### config.mk
export PLATFORM = sky130hd
export DESIGN_NAME = lpm_ctrl
export DESIGN_NICKNAME = d
export VERILOG_FILES = /design/src/rtl/lpm_pkg.sv /design/src/rtl/lpm_ctrl.sv
export VERILOG_INCLUDE_DIRS = /design/src /design/src/rtl
export SDC_FILE = /design/constraint.sdc
export NUM_CORES = 1
export LEC_CHECK = 0
export ABC_AREA = 1
export BUFFER_PORTS_ARGS = -buffer_cell sky130_fd_sc_hd__clkbuf_2
export CELL_PAD_IN_SITES_DETAIL_PLACEMENT = 0
export CELL_PAD_IN_SITES_GLOBAL_PLACEMENT = 1
export CORE_ASPECT_RATIO = 1.75
export CORE_MARGIN = 1.5
export CORE_UTILIZATION = 40
export DETAILED_ROUTE_END_ITERATION = 10
export PLACE_DENSITY = 0.82
export SYNTH_ARGS = -nofsm -noshare
export SYNTH_HDL_FRONTEND = slang
export SYNTH_SLANG_ARGS = --single-unit
### constraint.sdc
create_clock -name clk -period 3.7 [get_ports clk]
set_input_delay 0.74 -clock clk [delete_from_list [all_inputs] [get_ports clk]]
set_output_delay 0.74 -clock clk [all_outputs]
set_load 0.01 [all_outputs]
### src/rtl/lpm_map.svh
// register offsets, field positions, reset values and counts for lpm
`ifndef LPM_MAP_SVH
`define LPM_MAP_SVH
`define LPM_ADDR_W 4
`define LPM_OFF_CTRL 4'h0
`define LPM_OFF_PLL 4'h1
`define LPM_OFF_OPT 4'h2
`define LPM_OFF_STAT 4'h3
`define LPM_OFF_CMD 4'h4
`define LPM_OFF_WDOG 4'h5
// pll control fields
`define LPM_PLL_CSS 0
`define LPM_PLL_PON 1
// option fields
`define LPM_OPT_OSCSTOP 0
`define LPM_OPT_STOPEN 1
`define LPM_OPT_SHORT_RECOVERY_SELECT 2
`define LPM_OPT_WDEN 3
`define LPM_OPT_LVIEN 4
`define LPM_OPT_LVIRST 5
`define LPM_OPT_RST 8'h0A
// control fields
`define LPM_CTRL_EXTMSK 0
`define LPM_CTRL_KEYMSK 1
`define LPM_CTRL_BRKEN 2
// command bits
`define LPM_CMD_WAIT 0
`define LPM_CMD_STOP 1
`define LPM_CMD_WDSVC 2
`define LPM_CMD_BRKCLR 3
// recovery counts in crystal cycles
`define LPM_REC_LONG 12'hFFF
`define LPM_REC_SHORT 12'h01F
`define LPM_WD_PRE_MAX 8'hFF
`define LPM_WD_RST 16'hFFFF
`endif

### src/rtl/lpm_pkg.sv
// types shared by the low power mode controller
package lpm_pkg;
   typedef enum logic [1:0] {
      LPM_RUN,
      LPM_WAIT,
      LPM_STOP,
      LPM_RECOVER
   } lpm_state_t;

   // per peripheral mode indications
   typedef struct packed {
      logic in_wait;
      logic in_stop;
   } lpm_mode_t;

   // wake sources sampled by the controller
   typedef struct packed {
      logic ext_irq;
      logic key_irq;
      logic sci_irq;
      logic spi_irq;
      logic tim_irq;
      logic tbm_irq;
      logic brk_irq;
      logic cgm_irq;
   } lpm_wake_t;
endpackage
### src/rtl/lpm_ctrl.sv
// low power mode controller with avalon register slave
//
// Chosen here: the Avalon-MM slave port and the placing of the registers.
`include "lpm_map.svh"
`timescale 1ns/1ps
`default_nettype none

// ==========================================================
// register map overview
// ==========================================================
// word 0, control:
//    bit 0 masks external interrupt wake
//    bit 1 masks keypad interrupt wake
//    bit 2 lets break requests act in wait
// word 1, pll control:
//    bit 0 picks pll as system clock source
//    bit 1 powers the pll
// word 2, options:
//    bit 0 keeps the crystal running in stop
//    bit 1 allows the stop instruction
//    bit 2 short recovery after stop
//    bit 3 watchdog enable
//    bit 4 voltage monitor enable
//    bit 5 voltage monitor may reset
// word 3, status, read only:
//    bits 11:0 recovery count
//    bit 17 core interrupt mask
//    bit 18 in wait, bit 19 in stop
//    bit 20 break in standby flag
// word 4, command, write only:
//    bit 0 wait, bit 1 stop
//    bit 2 watchdog service, bit 3 break flag clear
// word 5, watchdog:
//    write sets the timeout limit, read gives the count
//
// hazards and limits:
//    every access costs one wait state, so read data
//    always comes from a flop, never from the mux
//    stop clears the clock source bit and software must
//    set it again after recovery; this is intended
//    recovery is counted in system clocks standing in
//    for crystal cycles, so a slower crystal stretches it
//    a voltage monitor reset during stop runs the recovery
//    count only if lvi_low drops the cycle after stop exit;
//    still high in recovery, the core restarts at once

// ==========================================================
// low power mode controller
// ==========================================================
// Operation
// - wait clears core mask, halts core clock
// - stop clears core mask, halts core clock
// - core clock waits stabilization delay after stop, 4096 or 32 cycles
// - break runs in wait, frozen in stop
// - break status flag readable, set by enabled break in wait
// - clock generator runs in wait; software controls
// - default stop kills oscillator, pll, outputs low
// - stop on pll source clears source select
// - osc-in-stop keeps crystal, kills pll
// - watchdog counts in wait, resets on timeout
// - stop gates watchdog and clears prescaler
// - stop enable option gates stop instruction
// - external irq unmasked wakes both modes
// - keypad irq unmasked wakes both modes
// - voltage monitor resets out of either mode
// - async serial runs, wakes from wait
// - async serial halts in stop, keeps state
// - sync serial runs, wakes from wait
// - sync serial halts in stop, reset aborts
// - timers run in wait, freeze in stop
// - timebase runs in wait, register blocked
// - timebase runs in stop with oscillator
// - recovery counter 4096 or 32 crystal cycles
module lpm_ctrl
   import lpm_pkg::*;
(
   input wire logic clk,
   input wire logic rst,
   // avalon-mm slave
   input wire logic [`LPM_ADDR_W-1:0] avs_address,
   input wire logic avs_read,
   input wire logic avs_write,
   input wire logic [31:0] avs_writedata,
   output logic [31:0] avs_readdata,
   output logic avs_waitrequest,
   // core instruction strobes
   input wire logic wait_exec,
   input wire logic stop_exec,
   input wire logic core_mask_set,
   // wake and reset sources
   input wire lpm_wake_t wake_src,
   input wire logic lvi_low,
   input wire logic tbm_access,
   // clock and mode outputs
   output logic core_mask,
   output logic core_clk_en,
   output logic crystal_clock_en,
   output logic system_clock_out_en,
   output logic clockgen_interrupt_en,
   output logic pll_run,
   output logic pll_select,
   output logic wd_reset,
   output logic lvi_reset,
   output logic sys_reset_req,
   output logic tbm_access_ok,
   output lpm_mode_t brk_mode,
   output lpm_mode_t sci_mode,
   output lpm_mode_t spi_mode,
   output lpm_mode_t tim_mode,
   output lpm_mode_t tbm_mode,
   output logic spi_abort
);

   lpm_state_t state_reg;
   logic [7:0] ctrl_reg;
   logic [7:0] pll_control_reg;
   logic [7:0] option_register;
   logic break_in_standby_flag;
   logic [11:0] rec_cnt_reg;
   logic [7:0] wd_pre_reg;
   logic [15:0] wd_cnt_reg;
   logic [15:0] wd_limit_reg;
   logic stop_by_reset_reg;
   logic acc_done_reg;

   logic ext_irq_mask;
   logic keypad_irq_mask;
   logic osc_run_in_stop;
   logic short_recovery_select;
   logic wake_any;
   logic wake_stop;
   logic in_wait;
   logic in_stop;
   logic bus_req;
   logic wr_cmd;
   logic stop_go;
   logic wd_tick;

   assign ext_irq_mask = ctrl_reg[`LPM_CTRL_EXTMSK];
   assign keypad_irq_mask = ctrl_reg[`LPM_CTRL_KEYMSK];
   assign osc_run_in_stop = option_register[`LPM_OPT_OSCSTOP];
   assign short_recovery_select = option_register[`LPM_OPT_SHORT_RECOVERY_SELECT];
   assign in_wait = (state_reg == LPM_WAIT);
   assign in_stop = (state_reg == LPM_STOP) || (state_reg == LPM_RECOVER);

   // ======================================================
   // bus slave
   // ======================================================
   // one wait state per access keeps read data registered
   assign bus_req = avs_read | avs_write;
   assign avs_waitrequest = bus_req & ~acc_done_reg;
   assign wr_cmd = avs_write & acc_done_reg &
      (avs_address == `LPM_OFF_CMD);

   always_ff @(posedge clk or posedge rst) begin
      if (rst) begin
         acc_done_reg <= 1'b0;
      end else begin
         acc_done_reg <= bus_req & ~acc_done_reg;
      end
   end

   // read mux, unmapped addresses read zero
   always_ff @(posedge clk or posedge rst) begin
      if (rst) begin
         avs_readdata <= 32'h0000_0000;
      end else if (avs_read & ~acc_done_reg) begin
         case (avs_address)
            `LPM_OFF_CTRL: avs_readdata <= {24'h00_0000, ctrl_reg};
            `LPM_OFF_PLL: avs_readdata <= {24'h00_0000, pll_control_reg};
            `LPM_OFF_OPT: avs_readdata <= {24'h00_0000, option_register};
            `LPM_OFF_STAT: avs_readdata <= {20'h0_0000, rec_cnt_reg}
               | {27'h000_0000, break_in_standby_flag, in_stop,
                  in_wait, core_mask, 1'b0} << 16;
            `LPM_OFF_WDOG: avs_readdata <= {16'h0000, wd_cnt_reg};
            default: avs_readdata <= 32'h0000_0000;
         endcase
      end
   end

   // control register: masks and break enable
   always_ff @(posedge clk or posedge rst) begin
      if (rst) begin
         ctrl_reg <= 8'h00;
      end else if (avs_write & acc_done_reg &&
                   avs_address == `LPM_OFF_CTRL) begin
         ctrl_reg <= avs_writedata[7:0];
      end
   end

   // option register, write once style kept simple
   always_ff @(posedge clk or posedge rst) begin
      if (rst) begin
         option_register <= `LPM_OPT_RST;
      end else if (avs_write & acc_done_reg &&
                   avs_address == `LPM_OFF_OPT) begin
         option_register <= avs_writedata[7:0];
      end
   end

   // pll control; stop forces crystal source and it stays so
   always_ff @(posedge clk or posedge rst) begin
      if (rst) begin
         pll_control_reg <= 8'h00;
      end else if (stop_go) begin
         pll_control_reg[`LPM_PLL_CSS] <= 1'b0;
      end else if (avs_write & acc_done_reg &&
                   avs_address == `LPM_OFF_PLL) begin
         pll_control_reg <= avs_writedata[7:0];
      end
   end

   // ======================================================
   // mode sequencer
   // ======================================================
   assign stop_go = (state_reg == LPM_RUN) &&
      (stop_exec || (wr_cmd && avs_writedata[`LPM_CMD_STOP])) &&
      option_register[`LPM_OPT_STOPEN];

   // unmasked external and keypad wake both modes
   assign wake_stop = (wake_src.ext_irq & ~ext_irq_mask) |
      (wake_src.key_irq & ~keypad_irq_mask) |
      (wake_src.tbm_irq & osc_run_in_stop);
   assign wake_any = wake_stop | wake_src.sci_irq |
      wake_src.spi_irq | wake_src.tim_irq |
      wake_src.tbm_irq | wake_src.cgm_irq |
      (wake_src.brk_irq & ctrl_reg[`LPM_CTRL_BRKEN]);

   assign lvi_reset = option_register[`LPM_OPT_LVIEN] &
      option_register[`LPM_OPT_LVIRST] & lvi_low;
   assign sys_reset_req = lvi_reset | wd_reset;

   always_ff @(posedge clk or posedge rst) begin
      if (rst) begin
         state_reg <= LPM_RUN;
      end else if (sys_reset_req && state_reg != LPM_STOP) begin
         state_reg <= LPM_RUN;
      end else begin
         case (state_reg)
            LPM_RUN: begin
               if (stop_go) begin
                  state_reg <= LPM_STOP;
               end else if (wait_exec ||
                  (wr_cmd && avs_writedata[`LPM_CMD_WAIT])) begin
                  state_reg <= LPM_WAIT;
               end
            end
            LPM_WAIT: begin
               if (wake_any) begin
                  state_reg <= LPM_RUN;
               end
            end
            LPM_STOP: begin
               if (wake_stop || lvi_reset) begin
                  state_reg <= LPM_RECOVER;
               end
            end
            LPM_RECOVER: begin
               if (rec_cnt_reg == 12'h000) begin
                  state_reg <= LPM_RUN;
               end
            end
            default: state_reg <= LPM_RUN;
         endcase
      end
   end

   // recovery counter loaded on stop exit
   always_ff @(posedge clk or posedge rst) begin
      if (rst) begin
         rec_cnt_reg <= 12'h000;
      end else if (state_reg == LPM_STOP) begin
         rec_cnt_reg <= short_recovery_select ?
            `LPM_REC_SHORT : `LPM_REC_LONG;
      end else if (state_reg == LPM_RECOVER && rec_cnt_reg != 12'h000) begin
         rec_cnt_reg <= rec_cnt_reg - 12'h001;
      end
   end

   // remember whether stop was left by reset, for serial abort
   always_ff @(posedge clk or posedge rst) begin
      if (rst) begin
         stop_by_reset_reg <= 1'b0;
      end else if (state_reg == LPM_STOP) begin
         stop_by_reset_reg <= lvi_reset;
      end else if (state_reg == LPM_RUN) begin
         stop_by_reset_reg <= 1'b0;
      end
   end
   assign spi_abort = stop_by_reset_reg &&
      state_reg == LPM_RECOVER && rec_cnt_reg == 12'h000;

   // core mask: cleared on entry, set again by reset exit
   always_ff @(posedge clk or posedge rst) begin
      if (rst) begin
         core_mask <= 1'b1;
      end else if (sys_reset_req || core_mask_set) begin
         core_mask <= 1'b1;
      end else if (state_reg == LPM_RUN && (stop_go || wait_exec ||
                   (wr_cmd && avs_writedata[`LPM_CMD_WAIT]))) begin
         core_mask <= 1'b0;
      end
   end

   // break flag set by an enabled break request in wait, held through stop
   always_ff @(posedge clk or posedge rst) begin
      if (rst) begin
         break_in_standby_flag <= 1'b0;
      end else if (in_wait && wake_src.brk_irq &&
                   ctrl_reg[`LPM_CTRL_BRKEN]) begin
         break_in_standby_flag <= 1'b1;
      end else if (wr_cmd && avs_writedata[`LPM_CMD_BRKCLR] && !in_stop) begin
         break_in_standby_flag <= 1'b0;
      end
   end

   // ======================================================
   // clock gating
   // ======================================================
   always_comb begin
      core_clk_en = (state_reg == LPM_RUN);
      crystal_clock_en = !(in_stop && !osc_run_in_stop);
      system_clock_out_en = !in_stop;
      clockgen_interrupt_en = !in_stop;
      pll_run = pll_control_reg[`LPM_PLL_PON] && !in_stop;
      pll_select = pll_control_reg[`LPM_PLL_CSS];
      tbm_access_ok = tbm_access && !in_wait && !in_stop;
   end

   // per peripheral mode indications
   always_comb begin
      brk_mode = '{in_wait: in_wait, in_stop: in_stop};
      sci_mode = '{in_wait: in_wait, in_stop: in_stop};
      spi_mode = '{in_wait: in_wait, in_stop: in_stop};
      tim_mode = '{in_wait: in_wait, in_stop: in_stop};
      tbm_mode = '{in_wait: in_wait,
                   in_stop: in_stop && !osc_run_in_stop};
   end

   // ======================================================
   // watchdog
   // ======================================================
   // prescaler runs off crystal clock; stop clears it
   assign wd_tick = (wd_pre_reg == `LPM_WD_PRE_MAX);
   always_ff @(posedge clk or posedge rst) begin
      if (rst) begin
         wd_pre_reg <= 8'h00;
      end else if (in_stop ||
                   (wr_cmd && avs_writedata[`LPM_CMD_WDSVC])) begin
         wd_pre_reg <= 8'h00;
      end else begin
         wd_pre_reg <= wd_pre_reg + 8'h01;
      end
   end

   always_ff @(posedge clk or posedge rst) begin
      if (rst) begin
         wd_limit_reg <= `LPM_WD_RST;
      end else if (avs_write & acc_done_reg &&
                   avs_address == `LPM_OFF_WDOG) begin
         wd_limit_reg <= avs_writedata[15:0];
      end
   end

   // counter frozen in stop; service restarts full period
   always_ff @(posedge clk or posedge rst) begin
      if (rst) begin
         wd_cnt_reg <= 16'h0000;
      end else if (wr_cmd && avs_writedata[`LPM_CMD_WDSVC]) begin
         wd_cnt_reg <= 16'h0000;
      end else if (wd_tick && !in_stop &&
                   option_register[`LPM_OPT_WDEN]) begin
         wd_cnt_reg <= wd_cnt_reg + 16'h0001;
      end
   end

   assign wd_reset = option_register[`LPM_OPT_WDEN] &&
      (wd_cnt_reg >= wd_limit_reg);

endmodule
`default_nettype wire

* Word-level counts from Yosys, hierarchy flattened
Cells that the tools add are included.
** Storage, ports and cells
- Register bits after elaboration :: 114
- Word-level logic and storage cells :: 128
** Cells by class
- Add/subtract/negate cells :: 3
- Equal/unequal tests :: 14
- Muxes and demuxes :: 22
- Reductions and logical operators :: 49
- $lt $le $gt $ge :: 1
- Bitwise logic cells :: 25
** Operator list (count)
- $pmux W21 S5 :: 1
- $mux W12 :: 3
- $mux W16 :: 2
- $logic_and A1 B1 Y1 :: 25
- $or A12 B21 Y21 :: 1
- $add A16 B1 Y16 const B :: 1
- $ge A16 B16 Y1 :: 1
- $logic_not A12 Y1 :: 1
- $mux W2 :: 6
- $reduce_bool A12 Y1 :: 1
- $reduce_bool A2 Y1 :: 6
- $sub A12 B1 Y12 const B :: 1
- $and A1 B1 Y1 :: 10
- $or A1 B1 Y1 :: 10
- $add A8 B1 Y8 const B :: 1
- $eq A4 B2 Y1 const B :: 2
- $eq A4 B3 Y1 const B :: 2
- $eq A8 B8 Y1 const B :: 1
- $logic_or A1 B1 Y1 :: 8
- $mux W1 :: 8
- $mux W8 :: 1
- $pmux W2 S4 :: 1
- $ne A3 B1 Y1 const B :: 2
- $eq A2 B2 Y1 const B :: 2
- 11 further kinds :: 17

* Depth between registers and ports, before layout
Gate-level depths: netlist of the first run.
- Depth in word-level cells :: 13
- Depth in mapped cells :: 18

* Worst setup path before layout of the first run
Ideal clock, no wire load.
- Path type :: register to output
- Start point :: register wd_limit_reg[7]
- End point :: output sys_reset_req
- Data arrival time :: 1438 ps
- Path slack :: 1522 ps
- Cell stages (with the launch flop) :: 13
- Required time :: 2960 ps
- Path buffers :: 0
- Cell sequence :: dfstp_2 > inv_1 > ha_1 > nand2_1 > inv_1 > nand2_1 > nor2_1 > nor2_1 > nand2_1 > nand2_1 > nand2_1 > nand2_1 > nand2_1
** On the way
- Word-level cells in the longest chain between the ends :: 3
** RTL lines
- from (decl) :: line lpm_ctrl.sv:122 : logic [15:0] wd_limit_reg;
- from (signal assigned) :: line lpm_ctrl.sv:358 : wd_limit_reg <= `LPM_WD_RST;
- from (signal assigned) :: line lpm_ctrl.sv:361 : wd_limit_reg <= avs_writedata[15:0];
- $ge A16 B16 Y1 :: line lpm_ctrl.sv:378 : (wd_cnt_reg >= wd_limit_reg);
- $logic_and A1 B1 Y1 :: line lpm_ctrl.sv:377 : assign wd_reset = option_register[`LPM_OPT_WDEN] &&
- $or A1 B1 Y1 :: line lpm_ctrl.sv:231 : assign sys_reset_req = lvi_reset | wd_reset;
- to (decl) :: line lpm_ctrl.sv:104 : output logic sys_reset_req,
No other way between the ends.

* Worst setup path in the final report of the first run
- Start point :: register wd_limit_reg[11]
- End point :: output sys_reset_req
The elaborated chain is that of the path after synthesis.

==> flow_metrics.env, run 1 <==
export IMPL_antenna_cells=0
export IMPL_drive_gt1_share_pct=19.44
export IMPL_ctsResizeCount=0
export IMPL_rsz0062_at_grt="false"
export IMPL_cp_data_required_time_ns=2.96
export IMPL_core_area_sq_um=13450
export IMPL_ys_flop_type="dfrtp_1"
export IMPL_tns_ns=0
export IMPL_cap_violations=0
export IMPL_critical_path_reg2reg_endpoint="state_reg[1]"
export IMPL_place_ws_ns=1.047
export IMPL_placed_cells=909
export IMPL_synth_top_cell_by_area="dfrtp_1"
export IMPL_grt_ovfl_total=0
export IMPL_routed_wl_mm=14.41
export IMPL_syn_area_per_cell_sq_um=8.174
export IMPL_end_kind="primary output"
export IMPL_die_h_um=158.6
export IMPL_whs_path_depth=1
export IMPL_grt_max_degree=64
export IMPL_clock_root_buffer="clkbuf_16"
export IMPL_path_clk_slew_ns=0.07
export IMPL_cts_hold_buf=0
export IMPL_io_buffers=79
export IMPL_setup_violations=0
export IMPL_clock_sinks=102
export IMPL_ir_drop_v=0.0002899
export IMPL_fin_cells=925
export IMPL_antenna_found_initial=0
export IMPL_ant_nets=0
export IMPL_slowest_delay_ns=0.52
export IMPL_fp_dieW_um=91.92
export IMPL_synth_area_top_cells="dfrtp_1, nand2_1, dfstp_2"
export IMPL_rows=56
export IMPL_worstHoldPathType="flip-flop to flip-flop"
export IMPL_ys_ff_latch=102
export IMPL_drc_errors=0
export IMPL_finalPower_mw=3.450
export IMPL_clockBufferDepth=2
export IMPL_final_nets=818
export IMPL_cts_made_buffers=9
export IMPL_final_common_cell="nand2_1"
export IMPL_min_to="wd_pre_reg[0]"
export IMPL_fin_skew_ns=0.006640
export IMPL_rrSetupSlack_ns=1.54
export IMPL_critPathKind="flip-flop to primary output"
export IMPL_crit_path_top_delay_cell="dfstp_2"
export IMPL_grt_pass1_wl_mm=23.72
export IMPL_layout_setup_ws_ns=0.7154
export IMPL_synth_seq_area_share_pct=46.55
export IMPL_cts_tree="yes"
export IMPL_synth_edf_count=0
export IMPL_start_util_pct=41.14
export IMPL_vias=4786
export IMPL_area_delta_synth_final_pct=14.02
export IMPL_ys_async_sr_fraction_pct=100.0
export IMPL_nFillCells=1360
export IMPL_cp_start_kind="flip-flop"
export IMPL_hpwl_mm=11.09
export IMPL_die_area_sq_um=14580
export IMPL_critPathArrivalTime_ns=2.24
export IMPL_synth_top_area_share_pct=37.53
export IMPL_ys_types=48
export IMPL_viasPerCell=5.174
export IMPL_mostFrequentLayoutCells="nand2_1, inv_1, dfrtp_1"
export IMPL_crit_reg2reg_launch="wd_limit_reg[11]"
export IMPL_hp_start="wd_pre_reg[0]"
export IMPL_relSlewSlack_pct=38.84
export IMPL_yosys_warnings=0
export IMPL_timing_final_hold_violations=0
export IMPL_h_tree_depth=3
export IMPL_critPathMaxFanout=4
export IMPL_whs_ns=0.4620
export IMPL_fmax_mhz=335.1
export IMPL_crit_chain="inv_1, ha_1, a21oi_1, o21ai_0, a21oi_1, nand2_1, nand2_1, nand2_1, clkbuf_2"
export IMPL_wl_per_cell_um=15.58
export IMPL_r2r_cells=12
export IMPL_cellPowerDensity_nw_per_um2=546.7
export IMPL_netlist_area_sq_um=5534
export IMPL_syn_inst=677
export IMPL_leakage_nw=3.235
export IMPL_worst_pin_slew_ns=0.9151
export IMPL_fin_crit_sh_pct=80.66
export IMPL_ios=108
export IMPL_largest_reg_flops=20
export IMPL_outcome="complete, no violations"
export IMPL_grtUsageTotal_pct=21.05
export IMPL_first_pass_iters=5
export IMPL_grt_pass1_vias=4792
export IMPL_fin_crit_ns=2.985
export IMPL_crit_path_frequent_cell="nand2_1"
export IMPL_routabilityCongestion=0.9340
export IMPL_post_cts_setup_buffer_count=0
export IMPL_drt_initial_drc_count=300
export IMPL_clock_latency_ns=0.35
export IMPL_slew_violations=0
synth_stat cells (all sizes together) (3+ instances only):
| cell type | instances |
|---|---|
| buf | 25 |
| nor3 | 18 |
| nor2 | 53 |
| o31ai | 4 |
| a22oi | 4 |
| o211ai | 4 |
| dfstp | 19 |
| o22ai | 7 |
| nor4 | 3 |
| ha | 19 |
| a31oi | 3 |
| nand3 | 32 |
| clkbuf | 9 |
| nand2 | 159 |
| o221ai | 5 |
| dfrtp | 83 |
| and3 | 3 |
| nand4 | 13 |
| o21ai | 70 |
| inv | 96 |
| a21oi | 35 |
power breakdown:
| part | total [mW] | internal [mW] | switching [mW] |
|---|---|---|---|
| Clock | 0.985 | 0.548 | 0.437 |
| Sequential | 1.52 | 1.35 | 0.170 |
| Combinational | 0.947 | 0.336 | 0.610 |
metal layers:
metal | GRT usage (%) | wire length [um] | part of all wire, %
met1 | 23.53 | 5745 | 40
met2 | 38.38 | 7579 | 53
met3 | 3.391 | 539 | 3.7
met4 | 10.48 | 549 | 3.8
met5 | 0 | 0 | 0
worst max-delay path: cells and delay by family (launching register included):
kind / cells / cell delay, ns
AO/OA/AOI/OAI: 3 / 0.45
flip-flops: 1 / 0.52
buffers and inverters: 2 / 0.20
AND/OR/NAND/NOR: 3 / 0.44
adder cells (fa/ha/maj): 1 / 0.29
how the worst max path moves through the flow:
stage	to	start
6_report	sys_reset_req	wd_limit_reg[11]
5_1_grt	sys_reset_req	wd_limit_reg[11]
4_1_cts	sys_reset_req	wd_limit_reg[11]
3_5_place_dp	sys_reset_req	wd_limit_reg[11]
3_3_place_gp	sys_reset_req	wd_limit_reg[15]
2_1_floorplan	acc_done_reg	rst
cell type report:
class                      count  area, sq um  share of cell area [%]
clock buffer                  10        239.0                   3.787
tap                          174        217.7                   3.450
inverter                      97        376.6                   5.969
clock inverter                 6        68.82                   1.091
timing repair buffer          81        422.9                   6.702
sequential                   102         2576                   40.83
multi-input combinational    455         2409                   38.17
kinds of logic after synthesis:
group                      Yosys count  share of synthesized area (%)
other                                1                        0.06776
muxes                                1                         0.2035
AOI/OAI and AO/OA                  137                          14.13
DFF                                102                          46.55
buffers and inverters              131                          10.67
adders and majority gates           19                          4.296
and+or+nand+nor                    283                          23.60
xor gates and xnor gates             3                         0.4749
per-stage QoR:
stage / utilization (%) / cell area (sq um)
floorplan: - / 5575
global placement: 44.62 / 6002
detailed placement: 44.62 / 6002
CTS: 46.90 / 6310
global route: 46.90 / 6310
finish: 46.90 / 6310
Note: power is estimated with default switching activity, not from simulation.
==> run 2: changes to the inputs <==
==> constraint.sdc (replaced) <==
create_clock -name clk -period 2.8 [get_ports clk]
set_input_delay 0.56 -clock clk [delete_from_list [all_inputs] [get_ports clk]]
set_output_delay 0.56 -clock clk [all_outputs]
set_load 0.01 [all_outputs]
==> run 2 against run 1 <==
Core utilization rose by 0.45 points. Register-to-register slack worse by 0.79 ns. Clock skew is essentially flat. Critical endpoint unchanged. Cell area grew 0.95%. Power rose by 33%. Clock-buffer cell count unchanged. Global-route usage down 0.25 points. Highest routed layer unchanged. Via count rose by 1.1%. Final cell count up 0.32%. Hold slack worse by 0.13 ns. Clock power is 32% higher.
==> flow_metrics.env, run 2 (same netlist as run 1, synthesis figures left out) <==
export IMPL_outcome="complete, no violations"
export IMPL_crit_cells=13
export IMPL_grt_ovfl_total=0
export IMPL_critPathMaxFanout=4
export IMPL_drc_errors=0
export IMPL_leakage_nw=3.261
export IMPL_mostFrequentLayoutCells="nand2_1, inv_1, dfrtp_1"
export IMPL_end_kind="primary output"
export IMPL_tns_ns=0
export IMPL_fin_crit_sh_pct=92.98
export IMPL_antenna_found_initial=0
export IMPL_die_h_um=158.6
export IMPL_cts_hold_buf=0
export IMPL_grt_pass1_vias=4748
export IMPL_worst_pin_slew_ns=0.8185
export IMPL_vias=4838
export IMPL_critPathArrivalTime_ns=2.04
export IMPL_post_cts_setup_buffer_count=0
export IMPL_ios=108
export IMPL_clockBufferDepth=2
export IMPL_slew_violations=0
export IMPL_fmax_mhz=384.1
export IMPL_first_pass_iters=5
export IMPL_routabilityCongestion=0.9445
export IMPL_path_clk_slew_ns=0.07
export IMPL_critPathKind="flip-flop to primary output"
export IMPL_path_buf_inv=3
export IMPL_start_util_pct=41.14
export IMPL_crit_chain="inv_1, ha_1, nand2_1, inv_1, nand2_1, nor2_1, nor2_1, nand2_1, nand2_1, nand2_2, nand2_4, nand2_4, buf_6"
export IMPL_path_delay_family="simple AND/OR/NAND/NOR gates"
export IMPL_timing_final_hold_violations=0
export IMPL_viasPerCell=5.213
export IMPL_cp_start_kind="flip-flop"
export IMPL_setup_violations=0
export IMPL_grtUsageTotal_pct=20.81
export IMPL_drt_initial_drc_count=304
export IMPL_area_delta_synth_final_pct=15.10
export IMPL_grt_pass1_wl_mm=23.58
export IMPL_cts_made_buffers=9
export IMPL_drive_gt1_share_pct=20.42
export IMPL_io_buffers=79
export IMPL_rsz0062_at_grt="false"
export IMPL_clock_root_buffer="clkbuf_16"
export IMPL_rows=56
export IMPL_r2r_cells=17
export IMPL_largest_reg_flops=20
export IMPL_clock_latency_ns=0.35
export IMPL_antenna_cells=0
export IMPL_whs_ns=0.3339
export IMPL_final_nets=821
export IMPL_clock_sinks=102
export IMPL_cap_violations=0
export IMPL_h_tree_depth=3
export IMPL_fin_skew_ns=0.006601
export IMPL_worstHoldPathType="input pin to asynchronous set/reset pin"
export IMPL_ir_drop_v=0.0004560
export IMPL_die_area_sq_um=14580
export IMPL_routed_wl_mm=14.44
export IMPL_hpwl_mm=11.09
export IMPL_fin_crit_ns=2.603
export IMPL_crit_path_top_delay_cell="dfstp_2"
export IMPL_cellPowerDensity_nw_per_um2=717.9
export IMPL_core_area_sq_um=13450
export IMPL_ant_nets=0
export IMPL_crit_path_frequent_cell="nand2_1"
export IMPL_cp_data_required_time_ns=2.24
export IMPL_final_common_cell="nand2_1"
export IMPL_fp_dieW_um=91.92
export IMPL_relSlewSlack_pct=45.38
export IMPL_wl_per_cell_um=15.55
export IMPL_grt_max_degree=44
export IMPL_cts_tree="yes"
export IMPL_slowest_delay_ns=0.53
run 2: path summary, 6_finish.rpt:
check | start | to | slack [ns]
max | wd_limit_reg[7] | sys_reset_req | 0.20
min | rst | wd_cnt_reg[5] | 0.33
max reg2reg | wd_limit_reg[7] | state_reg[0] | 0.75
min reg2reg | wd_pre_reg[0] | wd_pre_reg[0] | 0.47
max in group asynchronous | rst | rec_cnt_reg[4] | 1.64
min in group clk | core_mask_set | core_mask | 0.40
run 2: routing by layer:
metal	global-route usage [%]	vias up	part of all wire [%]
met5	0	-	0
met4	10.11	0	3.6
met3	3.056	37	4.8
met2	37.71	167	52
met1	23.75	2288	39
li1	-	2346	-
run 2: area by class of cell:
type | instances | area, sq um
Tap cell | 174 | 217.7
Fill cell | 1364 | 7083
Multi-Input combinational cell | 455 | 2439
Clock inverter | 6 | 68.82
Inverter | 97 | 377.9
Sequential cell | 102 | 2576
Clock buffer | 10 | 239.0
Timing Repair Buffer | 84 | 451.7
run 2: report_power, final:
group          internal, mW  switching [mW]  leakage, nW  total [mW]
logic                 0.448           0.823         1.85        1.27
registers              1.78           0.224         1.27        2.00
clock network         0.724           0.573        0.149        1.30
run 2: metrics by stage:
step | cells | power, mW | setup WS (ns) | utilization [%] | cell area, sq um
2_1_floorplan | 688 | 2.966 | 0.8023 | - | 5579
3_3_place_gp | 912 | 3.241 | 0.3652 | 44.79 | 6026
3_5_place_dp | 912 | 3.288 | 0.3426 | 44.79 | 6026
4_1_cts | 928 | 4.599 | 0.01498 | 47.12 | 6339
5_1_grt | 928 | 4.853 | 0.02737 | 47.35 | 6370
6_report | 928 | 4.573 | 0.1966 | 47.35 | 6370
run 2: repair_timing:
action | 4_1_cts | 5_1_grt
resized for setup | 2 | 9
endpoints found under the hold margin | 0 | 0
pin swaps | 0 | 1
endpoints found under the setup margin | 1 | 2
==> run 3: changes to the inputs <==
--- a/config.mk
+++ b/config.mk
@@ -6,15 +6,14 @@
 export SDC_FILE = /design/constraint.sdc
 export NUM_CORES = 1
 export LEC_CHECK = 0
-export ABC_AREA = 1
 export BUFFER_PORTS_ARGS = -buffer_cell sky130_fd_sc_hd__clkbuf_2
 export CELL_PAD_IN_SITES_DETAIL_PLACEMENT = 0
 export CELL_PAD_IN_SITES_GLOBAL_PLACEMENT = 1
 export CORE_ASPECT_RATIO = 1.75
-export CORE_MARGIN = 1.5
+export CORE_MARGIN = 3
 export CORE_UTILIZATION = 40
 export DETAILED_ROUTE_END_ITERATION = 10
-export PLACE_DENSITY = 0.82
+export PLACE_DENSITY = 0.79
 export SYNTH_ARGS = -nofsm -noshare
 export SYNTH_HDL_FRONTEND = slang
 export SYNTH_SLANG_ARGS = --single-unit
==> run 3 against run 2 <==
The run now ends with negative setup slack left. Core utilization is 2.5 points higher. Via count fell by 14%. Fmax decreased by 18%. Register-to-register slack worse by 0.56 ns. Worst setup slack got worse by 0.58 ns. Clock-buffer cell count is 1 higher. Critical path type unchanged. Synthesized cell count shrank 24%.
==> flow_metrics.env, run 3 <==
export IMPL_routabilityCongestion=0.8648
export IMPL_syn_area_per_cell_sq_um=10.29
export IMPL_syn_inst=517
export IMPL_timing_final_hold_violations=0
export IMPL_synth_top_area_share_pct=39.04
export IMPL_core_area_sq_um=13010
export IMPL_cp_data_required_time_ns=2.24
export IMPL_antenna_cells=0
export IMPL_final_util_pct=49.87
export IMPL_antenna_found_initial=0
export IMPL_worst_pin_slew_ns=0.5978
export IMPL_slew_violations=0
export IMPL_ios=108
export IMPL_cts_made_buffers=9
export IMPL_grt_max_degree=53
export IMPL_die_area_sq_um=14770
export IMPL_nFillCells=1173
export IMPL_rows=55
export IMPL_synthTopCellsByCount="dfrtp_1, nand2_1, nor2_1, o21ai_0, inv_1"
export IMPL_vias=4138
export IMPL_tns_ns=-0.7467
export IMPL_grtUsageTotal_pct=18.65
export IMPL_clock_latency_ns=0.35
export IMPL_fin_crit_sh_pct=113.5
export IMPL_fin_skew_ns=0.003934
export IMPL_start_util_pct=40.90
export IMPL_fin_crit_ns=3.179
export IMPL_end_kind="primary output"
export IMPL_p_comb_share_pct=32.5
export IMPL_yosysMostFrequentCell="dfrtp_1"
export IMPL_relSlewSlack_pct=60.06
export IMPL_drc_errors=0
export IMPL_ys_types=54
export IMPL_ys_async_sr_fraction_pct=100.0
export IMPL_slowest_delay_ns=0.54
export IMPL_routed_wl_mm=13.49
export IMPL_io_buffers=79
export IMPL_cts_tree="yes"
export IMPL_h_tree_depth=3
export IMPL_viasPerCell=5.212
export IMPL_clock_root_buffer="clkbuf_16"
export IMPL_crit_reg2reg_launch="wd_limit_reg[10]"
export IMPL_cp_start_kind="flip-flop"
export IMPL_mostFrequentLayoutCells="dfrtp_1, clkbuf_2, nand2_1"
export IMPL_switching_share_pct=33.56
export IMPL_p_sw_mw=1.698
export IMPL_setup_violations=2
export IMPL_ys_ff_latch=102
export IMPL_clock_sinks=102
export IMPL_fmax_mhz=314.6
export IMPL_final_nets=690
export IMPL_grt_pass1_wl_mm=21.00
export IMPL_ys_flop_type="dfrtp_1"
export IMPL_path_buf_inv=2
export IMPL_hpwl_mm=10.34
export IMPL_cap_violations=0
export IMPL_synth_seq_area_share_pct=48.42
export IMPL_ant_nets=0
export IMPL_critPathArrivalTime_ns=2.62
export IMPL_rsz0062_at_grt="true"
export IMPL_synth_area_top_cells="dfrtp_1, dfstp_2, mux2_2"
export IMPL_die_h_um=158.6
export IMPL_grt_ovfl_total=0
export IMPL_cts_hold_buf=0
export IMPL_synth_edf_count=0
export IMPL_final_common_cell="dfrtp_1"
export IMPL_path_clk_slew_ns=0.07
export IMPL_yosys_warnings=0
export IMPL_path_delay_family="simple AND/OR/NAND/NOR gates"
export IMPL_whs_ns=0.2632
export IMPL_pwr_share_seq_pct=42.6
export IMPL_clockBufferDepth=2
export IMPL_grt_pass1_vias=4126
export IMPL_netlist_area_sq_um=5320
export IMPL_largest_reg_flops=20
export IMPL_synth_top_cell_by_area="dfrtp_1"
export IMPL_p_int_mw=3.362
export IMPL_crit_path_start="wd_limit_reg[10]"
export IMPL_wl_per_cell_um=16.99
export IMPL_fp_dieW_um=93.18
export IMPL_crit_path_top_delay_cell="or4_4"
export IMPL_first_pass_iters=4
export IMPL_critPathKind="flip-flop to primary output"
export IMPL_crit_chain="inv_2, ha_4, nand4_1, or4_4, o32a_1, a31oi_4, buf_6"
export IMPL_ir_drop_v=0.0003582
export IMPL_clockPowerShare_pct=24.9
export IMPL_area_delta_synth_final_pct=21.92
export IMPL_cellPowerDensity_nw_per_um2=780.0
export IMPL_drt_initial_drc_count=188
export IMPL_worstHoldPathType="input pin to asynchronous set/reset pin"
export IMPL_leakage_nw=2.875
export IMPL_place_ws_ns=-0.3317
export IMPL_violations="negative setup slack"
export IMPL_outcome="finished, violations left"
export IMPL_layout_setup_ws_ns=-0.3791
export IMPL_drive_gt1_share_pct=34.35
export IMPL_critPathMaxFanout=2
-- run 3: cell types whose count changed in the layout (fill, tap and decap cells not counted), sizes merged, moves of 8 or more --
| cell | delta |
|---|---|
| inv | -72 |
| nand3 | -21 |
| xor2 | +17 |
| nor3 | -11 |
| a21oi | -23 |
| mux4 | +8 |
| nor4 | +8 |
| buf | +43 |
| o21ai | -36 |
| nand2b | +8 |
| nand2 | -105 |
| xnor2 | +11 |
| mux2 | +23 |
-- run 3: cell families (layout without fill, tap and decap cells) --
kind of cell	after synthesis	in the layout	synth area share, %
AO/OA/AOI/OAI	79	79	9.572
XOR/XNOR	31	31	5.103
adder cells (fa/ha/maj)	19	19	4.469
buffers and inverters	73	168	6.797
flip-flops	102	102	48.42
multiplexers	34	34	8.914
other	1	12	0.07049
AND/OR/NAND/NOR	178	178	16.65
-- run 3: timing repair --
action,4_1_cts,5_1_grt
setup buffers,2,1
setup endpoints to repair,3,2
pin swaps,2,1
resized for setup,11,9
-- run 3: worst paths after layout --
path	to	slack [ns]	cells past startpoint
max	sys_reset_req	-0.38	7
min reg2reg	avs_readdata[7]	0.48	2
max reg2reg	state_reg[1]	0.19	9
max in group asynchronous	wd_limit_reg[15]	1.75	3
min in group clk	wd_limit_reg[15]	0.41	3
min	avs_readdata[19]	0.26	2
-- run 3: routing by layer --
layer,routed length [um],up-vias,GRT usage (%)
met4,279,0,7.547
met5,0,-,0
li1,-,1971,-
met1,5172,2060,20.67
met2,7630,88,34.99
met3,409,19,3.121
-- run 3: area by class of cell --
class | count | area, sq um | share of cell area (%)
Clock buffer | 11 | 242.7 | 3.742
Inverter | 26 | 101.3 | 1.562
Sequential cell | 102 | 2576 | 39.72
Multi-Input combinational cell | 353 | 2526 | 38.95
Timing Repair Buffer | 126 | 767.0 | 11.82
Clock inverter | 5 | 58.81 | 0.9066
Tap cell | 171 | 214.0 | 3.299
-- run 3: worst reg2reg max path, delay by kind of cell, from the launching register on --
kind,cells,cell delay [ns]
DFF,1,0.53
adders and majority gates,1,0.25
buffers and inverters,3,0.32
and+or+nand+nor,2,0.68
AOI/OAI and AO/OA,3,0.71
-- run 3: stage by stage --
stage	total power, mW	instance area (sq um)	cells
detailed placement	3.709	6058	775
global placement	3.641	6058	775
floorplan	3.130	5365	528
finish	5.059	6486	794
global route	5.375	6486	794
CTS	5.059	6444	793
-- run 3: power by group through the flow --
stage	combinational, mW	sequential (mW)	clock (mW)
final	1.64	2.15	1.26
after global routing	1.83	2.19	1.35
after CTS	1.62	2.15	1.29
after detailed placement	1.55	2.16	0
after global placement	1.50	2.14	0
after floorplan	1.04	2.09	0
